===== config.mk =====
export PLATFORM = sky130hd
export DESIGN_NAME = dblc_top
export DESIGN_NICKNAME = d
export VERILOG_FILES = /design/src/dblc_pkg.sv /design/src/dblc_ctrl_if.sv /design/src/dblc_loop_policy.sv /design/src/dblc_top.sv
export SDC_FILE = /design/constraint.sdc
export NUM_CORES = 1
export LEC_CHECK = 0
export ABC_AREA = 1
export BUFFER_PORTS_ARGS = -buffer_cell sky130_fd_sc_hd__buf_2
export CELL_PAD_IN_SITES_DETAIL_PLACEMENT = 1
export CELL_PAD_IN_SITES_GLOBAL_PLACEMENT = 1
export CORE_MARGIN = 2
export CORE_UTILIZATION = 30
export DETAILED_ROUTE_END_ITERATION = 8
export PLACE_DENSITY_LB_ADDON = 0.1
export SETUP_SLACK_MARGIN = 0.05
export SLEW_MARGIN = 20
export SYNTH_ARGS = -nofsm -noshare
export SYNTH_HDL_FRONTEND = slang
export SYNTH_SLANG_ARGS = --single-unit

===== constraint.sdc =====
create_clock -name sys_clk -period 1.4 [get_ports sys_clk]
set_input_delay 0.07 -clock sys_clk [delete_from_list [all_inputs] [get_ports sys_clk]]
set_output_delay 0.07 -clock sys_clk [all_outputs]
set_load 0.05 [all_outputs]

===== src/dblc_pkg.sv =====
// Constants shared by the loop bandwidth and limit configuration block.
package dblc_pkg;

    // ------------------------------------------------------------------
    // Register offsets
    // ------------------------------------------------------------------
    localparam logic [7:0] LOOP_BANDWIDTH_SELECT_OFS      = 8'h3B;
    localparam logic [7:0] OSCILLATOR_CALIBRATION_LOW_OFS = 8'h3C;
    localparam logic [7:0] OSCILLATOR_CALIBRATION_HIGH_OFS = 8'h3D;

    // ------------------------------------------------------------------
    // Reset values
    // ------------------------------------------------------------------
    localparam logic [7:0] LOOP_BANDWIDTH_SELECT_RST       = 8'hFB;
    localparam logic [7:0] OSCILLATOR_CALIBRATION_LOW_RST  = 8'h99;
    localparam logic [7:0] OSCILLATOR_CALIBRATION_HIGH_RST = 8'h99;

    // ------------------------------------------------------------------
    // Field positions and bus answers
    // ------------------------------------------------------------------
    localparam int         AUTOMATIC_BANDWIDTH_PICK_BIT = 7;
    localparam int         INTEGRAL_FREEZE_AT_LIMIT_BIT = 3;
    localparam logic [7:0] UNMAPPED_READ_VALUE          = 8'h00;

endpackage : dblc_pkg


===== src/dblc_ctrl_if.sv =====
// Carrier between the register bank and the loop policy module.
`timescale 1ns/10ps
interface dblc_ctrl_if;
    logic automatic_bandwidth_pick;
    logic integral_freeze_at_limit;
    logic loop_locked;
    logic freq_at_limit;
    logic use_acquisition_bw;
    logic freeze_integral;

    modport cfg (
        output automatic_bandwidth_pick,
        output integral_freeze_at_limit,
        output loop_locked,
        output freq_at_limit,
        input  use_acquisition_bw,
        input  freeze_integral
    );
    modport policy (
        input  automatic_bandwidth_pick,
        input  integral_freeze_at_limit,
        input  loop_locked,
        input  freq_at_limit,
        output use_acquisition_bw,
        output freeze_integral
    );
endinterface : dblc_ctrl_if


===== src/dblc_loop_policy.sv =====
// Turns the configuration bits and loop state into bandwidth and freeze controls.
`timescale 1ns/10ps
module dblc_loop_policy (
    // Clock and reset
    input wire logic    sys_clk,
    input wire logic    reset_n,
    // Configuration and loop state
    dblc_ctrl_if.policy ctrl
);

    typedef struct packed {
        logic use_acquisition_bw;
        logic freeze_integral;
    } dblc_policy_state_t;

    dblc_policy_state_t state_reg;
    dblc_policy_state_t state_next;

    always_comb begin
        state_next = state_reg;
        // Acquisition bandwidth only while automatic picking is on and not locked.
        state_next.use_acquisition_bw = ctrl.automatic_bandwidth_pick
                                        & ~ctrl.loop_locked;
        // A set bit freezes the integral path once the loop sits at a limit.
        state_next.freeze_integral = ctrl.integral_freeze_at_limit
                                     & ctrl.freq_at_limit;
    end

    always_ff @(posedge sys_clk or negedge reset_n) begin
        if (!reset_n) begin
            state_reg <= '0;
        end else begin
            state_reg <= state_next;
        end
    end

    assign ctrl.use_acquisition_bw = state_reg.use_acquisition_bw;
    assign ctrl.freeze_integral    = state_reg.freeze_integral;

endmodule : dblc_loop_policy


===== src/dblc_top.sv =====
// Register bank for loop bandwidth selection, integral limit and oscillator calibration.
`timescale 1ns/10ps
module dblc_top (
    // Clock and reset
    input  wire logic       sys_clk,
    input  wire logic       reset_n,
    // Microprocessor port
    input  wire logic [7:0] host_addr,
    input  wire logic       host_wr,
    input  wire logic       host_rd,
    input  wire logic [7:0] host_wdata,
    output logic      [7:0] host_rdata,
    output logic            host_rd_valid,
    // Loop state from the locked loop
    input  wire logic       loop_locked,
    input  wire logic       freq_at_limit,
    // Controls to the locked loop
    output logic            use_acquisition_bw,
    output logic            freeze_integral,
    output logic      [15:0] nominal_frequency
);

    // ------------------------------------------------------------------
    // State
    // ------------------------------------------------------------------
    typedef struct packed {
        logic [7:0] loop_bandwidth_select;
        logic [7:0] calibration_low;
        logic [7:0] calibration_high;
        logic [7:0] rdata;
        logic       rd_valid;
    } dblc_state_t;

    dblc_state_t state_reg;
    dblc_state_t state_next;

    dblc_ctrl_if ctrl ();

    function automatic logic dblc_hit(input logic [7:0] addr, input logic [7:0] ofs);
        dblc_hit = (addr == ofs);
    endfunction : dblc_hit

    // ------------------------------------------------------------------
    // Register access
    // ------------------------------------------------------------------
    always_comb begin
        state_next          = state_reg;
        state_next.rd_valid = host_rd;
        if (host_wr) begin
            if (dblc_hit(host_addr, dblc_pkg::LOOP_BANDWIDTH_SELECT_OFS)) begin
                state_next.loop_bandwidth_select = host_wdata;
            end
            if (dblc_hit(host_addr, dblc_pkg::OSCILLATOR_CALIBRATION_LOW_OFS)) begin
                state_next.calibration_low = host_wdata;
            end
            if (dblc_hit(host_addr, dblc_pkg::OSCILLATOR_CALIBRATION_HIGH_OFS)) begin
                state_next.calibration_high = host_wdata;
            end
        end
        if (host_rd) begin
            if (dblc_hit(host_addr, dblc_pkg::LOOP_BANDWIDTH_SELECT_OFS)) begin
                state_next.rdata = state_reg.loop_bandwidth_select;
            end else if (dblc_hit(host_addr, dblc_pkg::OSCILLATOR_CALIBRATION_LOW_OFS)) begin
                state_next.rdata = state_reg.calibration_low;
            end else if (dblc_hit(host_addr, dblc_pkg::OSCILLATOR_CALIBRATION_HIGH_OFS)) begin
                state_next.rdata = state_reg.calibration_high;
            end else begin
                state_next.rdata = dblc_pkg::UNMAPPED_READ_VALUE;
            end
        end
    end

    always_ff @(posedge sys_clk or negedge reset_n) begin
        if (!reset_n) begin
            state_reg.loop_bandwidth_select <= dblc_pkg::LOOP_BANDWIDTH_SELECT_RST;
            state_reg.calibration_low       <= dblc_pkg::OSCILLATOR_CALIBRATION_LOW_RST;
            state_reg.calibration_high      <= dblc_pkg::OSCILLATOR_CALIBRATION_HIGH_RST;
            state_reg.rdata                 <= 8'h00;
            state_reg.rd_valid              <= 1'b0;
        end else begin
            state_reg <= state_next;
        end
    end

    // ------------------------------------------------------------------
    // Loop policy
    // ------------------------------------------------------------------
    assign ctrl.automatic_bandwidth_pick =
        state_reg.loop_bandwidth_select[dblc_pkg::AUTOMATIC_BANDWIDTH_PICK_BIT];
    assign ctrl.integral_freeze_at_limit =
        state_reg.loop_bandwidth_select[dblc_pkg::INTEGRAL_FREEZE_AT_LIMIT_BIT];
    assign ctrl.loop_locked   = loop_locked;
    assign ctrl.freq_at_limit = freq_at_limit;

    dblc_loop_policy u_policy (
        .sys_clk (sys_clk),
        .reset_n (reset_n),
        .ctrl    (ctrl.policy)
    );

    assign host_rdata         = state_reg.rdata;
    assign host_rd_valid      = state_reg.rd_valid;
    assign use_acquisition_bw = ctrl.use_acquisition_bw;
    assign freeze_integral    = ctrl.freeze_integral;
    assign nominal_frequency  = {state_reg.calibration_high, state_reg.calibration_low};

endmodule : dblc_top

* Word-level counts from Yosys, hierarchy flattened
Index checks and enable logic that the tools add are counted.
Storage, ports and cells: register bits after elaboration 35, input port bits 22, logic and storage cells 19
Operators by class: equal/unequal tests 3, mux-type cells 3, bitwise gates (word level) 3, reduce and logical (&&, ||, !) cells 3
Operators with widths (count):
- $eq A8 B6 Y1 const B | 3
- $mux W8 | 3
- $reduce_and A2 Y1 | 3
- $and A1 B1 Y1 | 2
- $not A1 Y1 | 1

* Longest topological paths before layout
Gate-level depths: netlist (run 1).
word-level depth 4, depth in mapped cells 9

* Hierarchy
Synthesis (run 1) repeated with hierarchy kept, for this count alone.
Unflattened totals: cells, all modules 227, area total of the unflattened synthesis 1913.1 um^2
Modules (own cells, without submodules):
- dblc_top | instances 1, cells each 221, area each 1845.5 um^2
- dblc_loop_policy | instances 1, cells each 6, area each 67.6 um^2

* Worst setup path after synthesis (run 1)
OpenSTA, ideal clock, no wires.
path type input -> register, from input port host_addr[6], to register state_reg[27] (netlist name), arrival 0.846 ns, setup slack 0.428 ns, cell stages on the path 7, buffers on the path 1, cell sequence inv_1 > nand2_1 > nor2_8 > nand2_4 > nor2_8 > buf_6 > o21ai_0
Between the ends: cells in the longest elaborated chain, start to end 2
Ends and longest elaborated chain:
- from (decl) | RTL line dblc_top.sv:8 | input wire logic [7:0] host_addr,
- $eq A8 B6 Y1 | RTL line dblc_top.sv:40 | dblc_hit = (addr == ofs);
- $reduce_and A2 Y1 (no line)
- to (signal assigned) | RTL line dblc_top.sv:81 | state_reg <= state_next;
- to (decl) | RTL line dblc_top.sv:34 | dblc_state_t state_reg;
No other way between the ends. A chain may end at the register's enable or synchronous reset.

* Final worst setup path (run 1)
from register state_reg (netlist bit nominal_frequency[3]), to output port nominal_frequency[3]
RTL lines:
- to (decl) | RTL line dblc_top.sv:20 | output logic [15:0] nominal_frequency
No word-level cell between the ends.

==> impl_metrics.py, run 1 <==
metrics = {
    "run_status": {
        "status": "completed",
    },
    "sta": {
        "worst_slack_ns": 0.217,
        "timing.fmax_mhz": 846,
        "slew_viol_final": 0,
        "finalClockSkew_ns": 0.00540,
        "whs_ns": 0.0169,
        "report.final.hold_viol_count": 0,
        "timing.final.crit_period_ns": 1.18,
        "tightest_slew_ns": 0.407,
        "maxSlewHeadroom": 0.728,
        "min_period_over_period": 0.845,
        "rsz0062_at_grt": "no",
        "finalSetupTns_ns": 0,
        "setup_violations": 0,
    },
    "critical_path": {
        "r2r_slack_ns": 0.46,
        "r2r_cells": 6,
        "reg2reg_from": "ctrl.automatic_bandwidth_pick",
        "r2r-end": "host_rdata[7]",
        "end_kind": "primary output",
        "crit_start": "nominal_frequency[3]",
        "worst_setup_path_start_kind": "register",
        "cp_cell_sequence": "buf_2",
        "crit_required_ns": 1.33,
        "cp.buffers_inverters": 1,
        "path_class": "reg -> out",
        "critPathTopFamily": "flip-flops",
        "cp_num_cells": 1,
        "slowest_stage": "dfstp_2",
        "slowest_delay_ns": 0.56,
        "worstPathArrival_ns": 1.11,
        "critPathCapture": "nominal_frequency[3]",
        "crit_fanout": 3,
    },
    "cells_and_area": {
        "num_antenna_cells": 0,
        "final_nets": 283,
        "drive_gt1_frac": 0.332,
        "layoutNonFillerInstCount": 339,
        "largest_reg_flops": 16,
        "n_fill_cell": 789,
        "syn2layout_area_growth_pct": 15.0,
    },
    "global_routing": {
        "grt_pass1_wl_mm": 8.59,
        "grt_pass1_vias": 1715,
        "grt_max_degree": 20,
        "overflow": 0,
        "antenna_found_initial": 0,
        "grt_use_total": 0.154,
    },
    "pwr": {
        "vdd_drop_max_mv": 0.371,
        "cellLeakagePower_nw": 1.23,
        "p_per_area_nw_per_um2": 981,
    },
    "floorplanning": {
        "io_pins": 49,
        "die_area_sq_um": 7010,
        "design.core.area_sq_um": 6240,
        "row_count": 29,
        "die-width_um": 83.7,
        "initial_utilization": 0.306,
        "fp.dieH_um": 83.7,
    },
    "logic_synthesis": {
        "seq_area_frac_synth": 0.469,
        "synth_area_per_cell_sq_um": 8.44,
        "ys.flop_type": "dfrtp_1",
        "synth_area_leaders": "dfrtp_1 (26%), dfstp_2 (21%), nand2_1 (12%)",
        "synth_top_area_frac": 0.262,
        "synthCells": 226,
        "synthDistinctLibCells": 17,
        "yosys_warnings": 0,
        "async_reset_ff_frac": 1.00,
        "synth_most_common_cell": "nand2_1",
        "ys_ff_latch": 35,
        "ys_top_cells_by_count": "nand2_1 (61), inv_1 (32), nand3_1 (32)",
        "synth_fp_nets": 248,
        "yosysTopAreaCell": "dfrtp_1",
        "netlist_area_sq_um": 1910,
        "synth_edf_count": 0,
    },
    "placed_design": {
        "dp_slack_ns": 0.156,
        "dp.cells": 326,
        "port_buffers": 48,
        "place_congestion": 0.754,
        "dpl.hpwl_mm": 3.55,
    },
    "hold_path": {
        "holdCritPathClass": "in -> reg",
        "hold_depth": 3,
    },
    "clock_network": {
        "ctsResizeCount": 0,
        "numCtsBuffers": 5,
        "cts_tree": "done",
        "holdBufCountCts": 5,
        "cts_max_level": 2,
        "numClockSinks": 35,
        "cts_setup_buffers": 0,
        "root_buffer": "clkbuf_8",
        "cts_buffer_depth": 2,
        "clk_pin_slew_worst_paths_ns": 0.07,
        "clk_latency_ns": 0.29,
    },
    "detailed_routing": {
        "drt_iter0_drc": 29,
        "vias": 1522,
        "via_per_inst": 4.49,
        "drc": 0,
        "drtPass1Iterations": 4,
        "wire_per_inst_um": 13.9,
        "postRouteAntennaNets": 0,
        "routed_wl_mm": 4.72,
    },
    "job": {
        "maxCapViolations": 0,
    },
}
[kinds of logic (layout without fill, tap and decap cells)]
logic type             Yosys count  after routing  share of synthesized area
AND/OR/NAND/NOR                105            105                      0.279
buffers and inverters           62             98                      0.185
flip-flops                      35             35                      0.469
AO/OA/AOI/OAI                   24             24                     0.0669
[cell type report]
class	instances	area, sq um	area share
clock buffer	7	76.3	0.0348
sequential	35	895	0.408
clock inverter	1	5.00	0.00228
timing repair buffer	58	340	0.155
tap	77	96.3	0.0439
multi-input combinational	129	659	0.301
inverter	32	120	0.0548
[metal layers]
metal | track usage | share of wire
met1 | 0.206 | 0.46
met2 | 0.254 | 0.48
met3 | 0.0267 | 0.046
met4 | 0.0528 | 0.013
met5 | 0 | 0
[layout by cell type, fill, tap and decap left out, drive strengths merged]
cell	count
buf	53
dfrtp	20
nand3	34
nor2	6
clkinv	1
o21ai	24
inv	32
dlygate4sd3	5
clkbuf	7
dfstp	15
nand2	65
[report_power, final]
part           total [mW]  internal (mW)  switching [mW]
registers            1.11           1.08          0.0277
logic               0.328         0.0935           0.234
clock network       0.715          0.349           0.366
total                2.15           1.52           0.628
[through the flow]
step | power, mW | util | area [sq um]
after floorplan | 1.35 | - | 1910
after global placement | 1.45 | 0.330 | 2060
after detailed placement | 1.45 | 0.330 | 2060
after CTS | 2.18 | 0.351 | 2190
after global routing | 2.25 | 0.351 | 2190
final | 2.15 | 0.351 | 2190
[how the worst min path moves through the flow]
stage | start | to
CTS | host_wdata[0] | state_reg[25]
finish | host_wdata[0] | state_reg[25]
global placement | reset_n | u_policy.ctrl.use_acquisition_bw
detailed placement | reset_n | u_policy.ctrl.use_acquisition_bw
global route | host_wdata[0] | nominal_frequency[8]
floorplan | reset_n | host_rd_valid
Power figures use the tool's default switching activity.
==> run 2, diff against run 1 <==
ABC_AREA = 0   (was 1)
clock period = 1.17 ns   (was 1.4 ns; I/O delays follow)
==> run 2 against run 1 <==
Effect of this change: cell area grew 5.1%; clock skew is 0.0023 ns lower; highest routed layer unchanged; area after synthesis is 0.72% lower; first-iteration DRC count up 52%; clock power up 18%; critical path type unchanged; non-clock buffer count rose by 13; utilization rose by 3.1 points; register-to-register slack got worse by 0.37 ns; sequential power rose by 18%; power increased by 20%.
==> impl_metrics.py, run 2 <==
metrics = {
    "detailed_routing": {
        "via_per_inst": 4.91,
        "postRouteAntennaNets": 0,
        "drtPass1Iterations": 4,
        "routed_wl_mm": 5.05,
        "drc": 0,
        "drt_iter0_drc": 44,
        "vias": 1335,
        "wire_per_inst_um": 18.6,
    },
    "logic_synthesis": {
        "synthAdderAreaFrac": 0,
        "synth_top_family_by_area": "multiplexers",
        "yosys_warnings": 0,
        "yosysTopAreaCell": "dfrtp_1",
        "synth_top_area_frac": 0.264,
        "muxShareOfSynthArea": 0.174,
        "synth_area_leaders": "dfrtp_1 (26%), dfstp_2 (21%), mux2_4 (13%)",
        "synth_most_common_cell": "buf_4",
        "synth_fp_nets": 174,
        "netlist_area_sq_um": 1890,
        "seq_area_frac_synth": 0.473,
        "ys_top_cells_by_count": "buf_4 (25), dfrtp_1 (20), mux2_4 (16)",
        "synthDistinctLibCells": 23,
        "synthSimpleGateAreaFrac": 0.130,
        "synthCells": 152,
        "ys_ff_latch": 35,
        "synthXorXnorAreaFrac": 0,
        "synth_compound_gate_area_share": 0.0952,
        "ys.flop_type": "dfrtp_1",
        "synth_area_per_cell_sq_um": 12.5,
        "synth_edf_count": 0,
        "async_reset_ff_frac": 1.00,
    },
    "critical_path": {
        "slowest_stage": "dfstp_2",
        "slowest_delay_ns": 0.55,
        "end_kind": "primary output",
        "r2r_slack_ns": 0.09,
        "cp_cell_sequence": "buf_4",
        "path_class": "reg -> out",
        "worstPathArrival_ns": 1.03,
        "worst_setup_path_start_kind": "register",
        "critPathTopFamily": "flip-flops",
        "r2r-end": "host_rdata[3]",
        "crit_required_ns": 1.11,
        "reg2reg_from": "nominal_frequency[11]",
        "crit_fanout": 3,
        "cp.buffers_inverters": 1,
        "r2r_cells": 3,
    },
    "clock_network": {
        "root_buffer": "clkbuf_8",
        "cts_max_level": 2,
        "clk_latency_ns": 0.28,
        "numClockSinks": 35,
        "numCtsBuffers": 5,
        "cts_tree": "done",
        "clk_pin_slew_worst_paths_ns": 0.07,
        "cts_buffer_depth": 2,
    },
    "placed_design": {
        "port_buffers": 48,
        "place_congestion": 0.751,
        "dpl.hpwl_mm": 3.72,
    },
    "cells_and_area": {
        "most-common-layout-cells": "buf_2 (40), buf_4 (24), dfrtp_1 (20), mux2_4 (16), dfstp_2 (15)",
        "layout_commonest_cell": "buf_2",
        "final_core_util": 0.382,
        "drive_gt1_frac": 0.563,
        "syn2layout_area_growth_pct": 21.7,
        "n_fill_cell": 682,
        "largest_reg_flops": 16,
        "num_antenna_cells": 0,
        "final_nets": 218,
    },
    "sta": {
        "rsz0062_at_grt": "yes",
        "timing.fmax_mhz": 922,
        "timing.final.crit_period_ns": 1.08,
        "finalClockSkew_ns": 0.00310,
        "report.final.hold_viol_count": 0,
        "min_period_over_period": 0.927,
        "tightest_slew_ns": 0.459,
        "whs_ns": 0.0326,
        "slew_viol_final": 0,
        "setup_violations": 0,
        "maxSlewHeadroom": 0.694,
        "finalSetupTns_ns": 0,
    },
    "pwr": {
        "cellLeakagePower_nw": 1.12,
        "p_per_area_nw_per_um2": 1120,
        "vdd_drop_max_mv": 0.468,
    },
    "global_routing": {
        "overflow": 0,
        "grt_pass1_vias": 1498,
        "antenna_found_initial": 0,
        "grt_max_degree": 26,
        "grt_pass1_wl_mm": 8.42,
        "grt_use_total": 0.155,
    },
    "hold_path": {
        "hold_depth": 2,
        "hp-start": "host_wdata[4]",
        "hold_end": "state_reg[29]",
        "holdCritPathClass": "in -> reg",
    },
    "floorplanning": {
        "die_area_sq_um": 6960,
        "initial_utilization": 0.314,
        "fp.dieH_um": 83.4,
        "io_pins": 49,
        "row_count": 28,
        "die-width_um": 83.4,
        "design.core.area_sq_um": 6030,
    },
    "run_status": {
        "status": "completed",
    },
    "job": {
        "maxCapViolations": 0,
    },
}
==> run 2: cell types whose count changed in the layout (fill, tap and decap cells not counted), sizes merged, moves of 15 or more <==
cell	previous run	this run
nand2	65	8
nand3	34	0
inv	32	0
mux2	0	24
o21ai	24	8
buf	53	68
==> run 2: repair_timing <==
item                                   4_1_cts  5_1_grt
buffers inserted                             0        0
pin swaps                                    0        2
hold buffers                                 3        0
endpoints found under the hold margin       12        0
resized for setup                            8        4
setup endpoints to repair                    8        4
==> run 2: metrics by stage <==
step	area (sq um)	setup WS, ns	total power, mW	instances
after detailed placement	2150	-0.173	1.74	261
after CTS	2290	0.0554	2.62	272
after floorplan	1910	-0.00873	1.60	152
final	2300	0.0850	2.58	272
after global routing	2300	0.0369	2.72	272
after global placement	2150	-0.111	1.73	261
==> run 2: how the worst max path moves through the flow <==
stage	startpoint	end	slack (ns)	depth (start not counted)
global route	nominal_frequency[12]	host_rdata[4]	0.04	3
detailed placement	host_addr[6]	state_reg[27]	-0.17	5
CTS	nominal_frequency[7]	nominal_frequency[7]	0.06	1
floorplan	host_addr[6]	nominal_frequency[1]	-0.009	5
finish	nominal_frequency[3]	nominal_frequency[3]	0.09	1
global placement	host_addr[6]	state_reg[27]	-0.11	5
==> run 2: routing by layer <==
layer	vias to the layer above	part of all wire	routed length, um	track usage
met4	0	0.015	76	0.0455
met5	-	0	0	0
met1	668	0.47	2350	0.210
met2	43	0.47	2370	0.246
li1	616	-	-	-
met3	8	0.050	253	0.0388
==> run 2: cell type report <==
class / instances / area, sq um / area share
Clock buffer: 5 / 68.8 / 0.0299
Clock inverter: 3 / 15.0 / 0.00652
Multi-Input combinational cell: 83 / 767 / 0.333
Sequential cell: 35 / 895 / 0.388
Tap cell: 75 / 93.8 / 0.0407
Timing Repair Buffer: 71 / 464 / 0.202
==> run 2: cells by family after synthesis <==
group	after synthesis
multiplexers	24
AND/OR/NAND/NOR	35
AO/OA/AOI/OAI	24
flip-flops	35
buffers and inverters	34
==> run 2: power by group <==
part	internal [mW]	switching (mW)	leakage, nW
Combinational	0.169	0.261	0.638
Clock	0.407	0.434	0.0477
Sequential	1.28	0.0332	0.430
==> run 3, diff against run 2 <==
SETUP_SLACK_MARGIN = 0.5   (was 0.05)
==> run 3 against run 2 <==
Effect of this change: the flow now finishes with violations (negative hold slack); first-iteration DRC count decreased by 27%; register-to-register slack about the same; die area unchanged; worst setup slack improved by 0.0057 ns; sequential cell count unchanged; maximum frequency increased by 0.53%; clock power increased by 14%.
==> impl_metrics.py, run 3 (same netlist as run 2, synthesis figures left out) <==
metrics = {
    "run_status": {
        "status": "complete, but fails checks",
        "violations": "negative hold slack",
    },
    "cells_and_area": {
        "num_antenna_cells": 0,
        "most-common-layout-cells": "buf_4 (33), buf_6 (26), mux2_4 (24), dfrtp_1 (20), buf_2 (19)",
        "multi_input_area_sq_um": 811,
        "drive_gt1_frac": 0.654,
        "largest_reg_flops": 16,
        "layout_commonest_cell": "buf_4",
        "syn2layout_area_growth_pct": 41.3,
        "final_nets": 235,
        "n_fill_cell": 651,
        "regArea_sq_um": 895,
        "fin_area_sq_um": 2680,
    },
    "global_routing": {
        "grt_pass1_vias": 1575,
        "antenna_found_initial": 0,
        "grt_pass1_wl_mm": 8.34,
        "grt_use_total": 0.152,
        "overflow": 0,
        "grt_max_degree": 36,
    },
    "clock_network": {
        "root_buffer": "clkbuf_8",
        "clk_pin_slew_worst_paths_ns": 0.07,
        "cts_tree": "done",
        "clk_latency_ns": 0.28,
        "cts_max_level": 2,
        "holdBufCountCts": 2,
        "numClockSinks": 35,
        "cts_buffer_depth": 2,
        "numCtsBuffers": 5,
    },
    "floorplanning": {
        "die-width_um": 83.4,
        "io_pins": 49,
        "fp.dieH_um": 83.4,
        "design.core.area_sq_um": 6030,
        "initial_utilization": 0.314,
        "row_count": 28,
        "die_area_sq_um": 6960,
    },
    "pwr": {
        "pwr-share-clk": 0.345,
        "p_int_mw": 2.06,
        "switching_share": 0.263,
        "p_seq_frac": 0.472,
        "total_power_mw": 2.79,
        "p_per_area_nw_per_um2": 1040,
        "switching_power_mw": 0.732,
        "cellLeakagePower_nw": 1.24,
        "vdd_drop_max_mv": 0.469,
        "power_frac_comb": 0.183,
    },
    "detailed_routing": {
        "vias": 1380,
        "postRouteAntennaNets": 0,
        "via_per_inst": 4.78,
        "wire_per_inst_um": 17.4,
        "drt_iter0_drc": 32,
        "drtPass1Iterations": 4,
        "routed_wl_mm": 5.03,
        "drc": 0,
    },
    "sta": {
        "report.final.hold_viol_count": 20,
        "finalClockSkew_ns": 0.00317,
        "finalSetupTns_ns": 0,
        "maxSlewHeadroom": 0.690,
        "min_period_over_period": 0.922,
        "tightest_slew_ns": 0.465,
        "timing.final.crit_period_ns": 1.08,
        "slew_viol_final": 0,
        "setup_violations": 0,
        "whs_ns": -0.188,
        "timing.fmax_mhz": 927,
        "rsz0062_at_grt": "yes",
    },
    "critical_path": {
        "slowest_delay_ns": 0.58,
        "r2r_slack_ns": 0.09,
        "cp_cell_sequence": "and3b_1 -> o21ai_1 -> a32oi_1",
        "r2r_cells": 3,
        "reg2reg_from": "nominal_frequency[8]",
        "cp.buffers_inverters": 0,
        "r2r-end": "host_rdata[0]",
        "worst_setup_path_start_kind": "register",
        "worstPathArrival_ns": 1.28,
        "critPathTopFamily": "flip-flops",
        "crit_required_ns": 1.37,
        "end_kind": "register",
        "slowest_stage": "dfstp_2",
        "path_class": "reg -> reg",
        "crit_fanout": 3,
    },
    "hold_path": {
        "holdCritPathClass": "in -> async",
    },
    "placed_design": {
        "postPlaceCellArea_sq_um": 2170,
        "port_buffers": 48,
        "dpl.hpwl_mm": 3.53,
        "place_congestion": 0.737,
    },
    "job": {
        "maxCapViolations": 0,
    },
}
-- run 3: cell count changes in the layout (fill, tap and decap cells not counted), sizes merged --
| cell | delta |
|---|---|
| clkbuf | +3 |
| dlygate4sd3 | -1 |
| clkinv | -3 |
| buf | +18 |
-- run 3: repair_timing --
| item | in CTS | in global routing |
|---|---|---|
| hold endpoints to repair | 22 | 20 |
| resized for setup | 71 | 3 |
| buffers inserted | 11 | 7 |
| endpoints found under the setup margin | 61 | 61 |
| pin swaps | 17 | 5 |
-- run 3: worst max-delay path by stage --
stage                     startpoint                     to  cells after the start
5_1_grt         nominal_frequency[8]          host_rdata[0]                      3
3_3_place_gp            host_addr[6]          state_reg[27]                      5
3_5_place_dp            host_addr[6]   nominal_frequency[1]                      5
2_1_floorplan           host_addr[6]   nominal_frequency[1]                      5
4_1_cts        nominal_frequency[12]  nominal_frequency[12]                      1
6_report        nominal_frequency[8]          host_rdata[0]                      3
-- run 3: per-layer routing --
metal  up-vias  global-route usage  wire length, um
met4         0              0.0308               36
met1       690               0.200             2310
met3         5              0.0378              220
met5         -                   0                0
li1        649                   -                -
met2        36               0.255             2470
-- run 3: stage by stage --
step	utilization	setup slack (ns)	instances
after floorplan	-	-0.00873	152
final	0.444	0.0908	289
after detailed placement	0.360	-0.131	261
after global placement	0.360	-0.0826	261
after CTS	0.434	0.0956	282
after global routing	0.444	0.00286	289
-- run 3: power by group through the flow --
stage,registers [mW],clock network [mW],logic (mW)
after floorplan,1.33,0,0.290
after global placement,1.33,0,0.413
after detailed placement,1.33,0,0.420
after CTS,1.32,1.00,0.498
after global routing,1.32,1.06,0.540
final,1.32,0.962,0.509
-- run 3: cell type report --
type                    instances  area share
flip-flops and latches         35       0.334
multi-input cells              83       0.303
repair buffers                 88       0.290
clock buffers                   8      0.0374
well taps                      75      0.0351
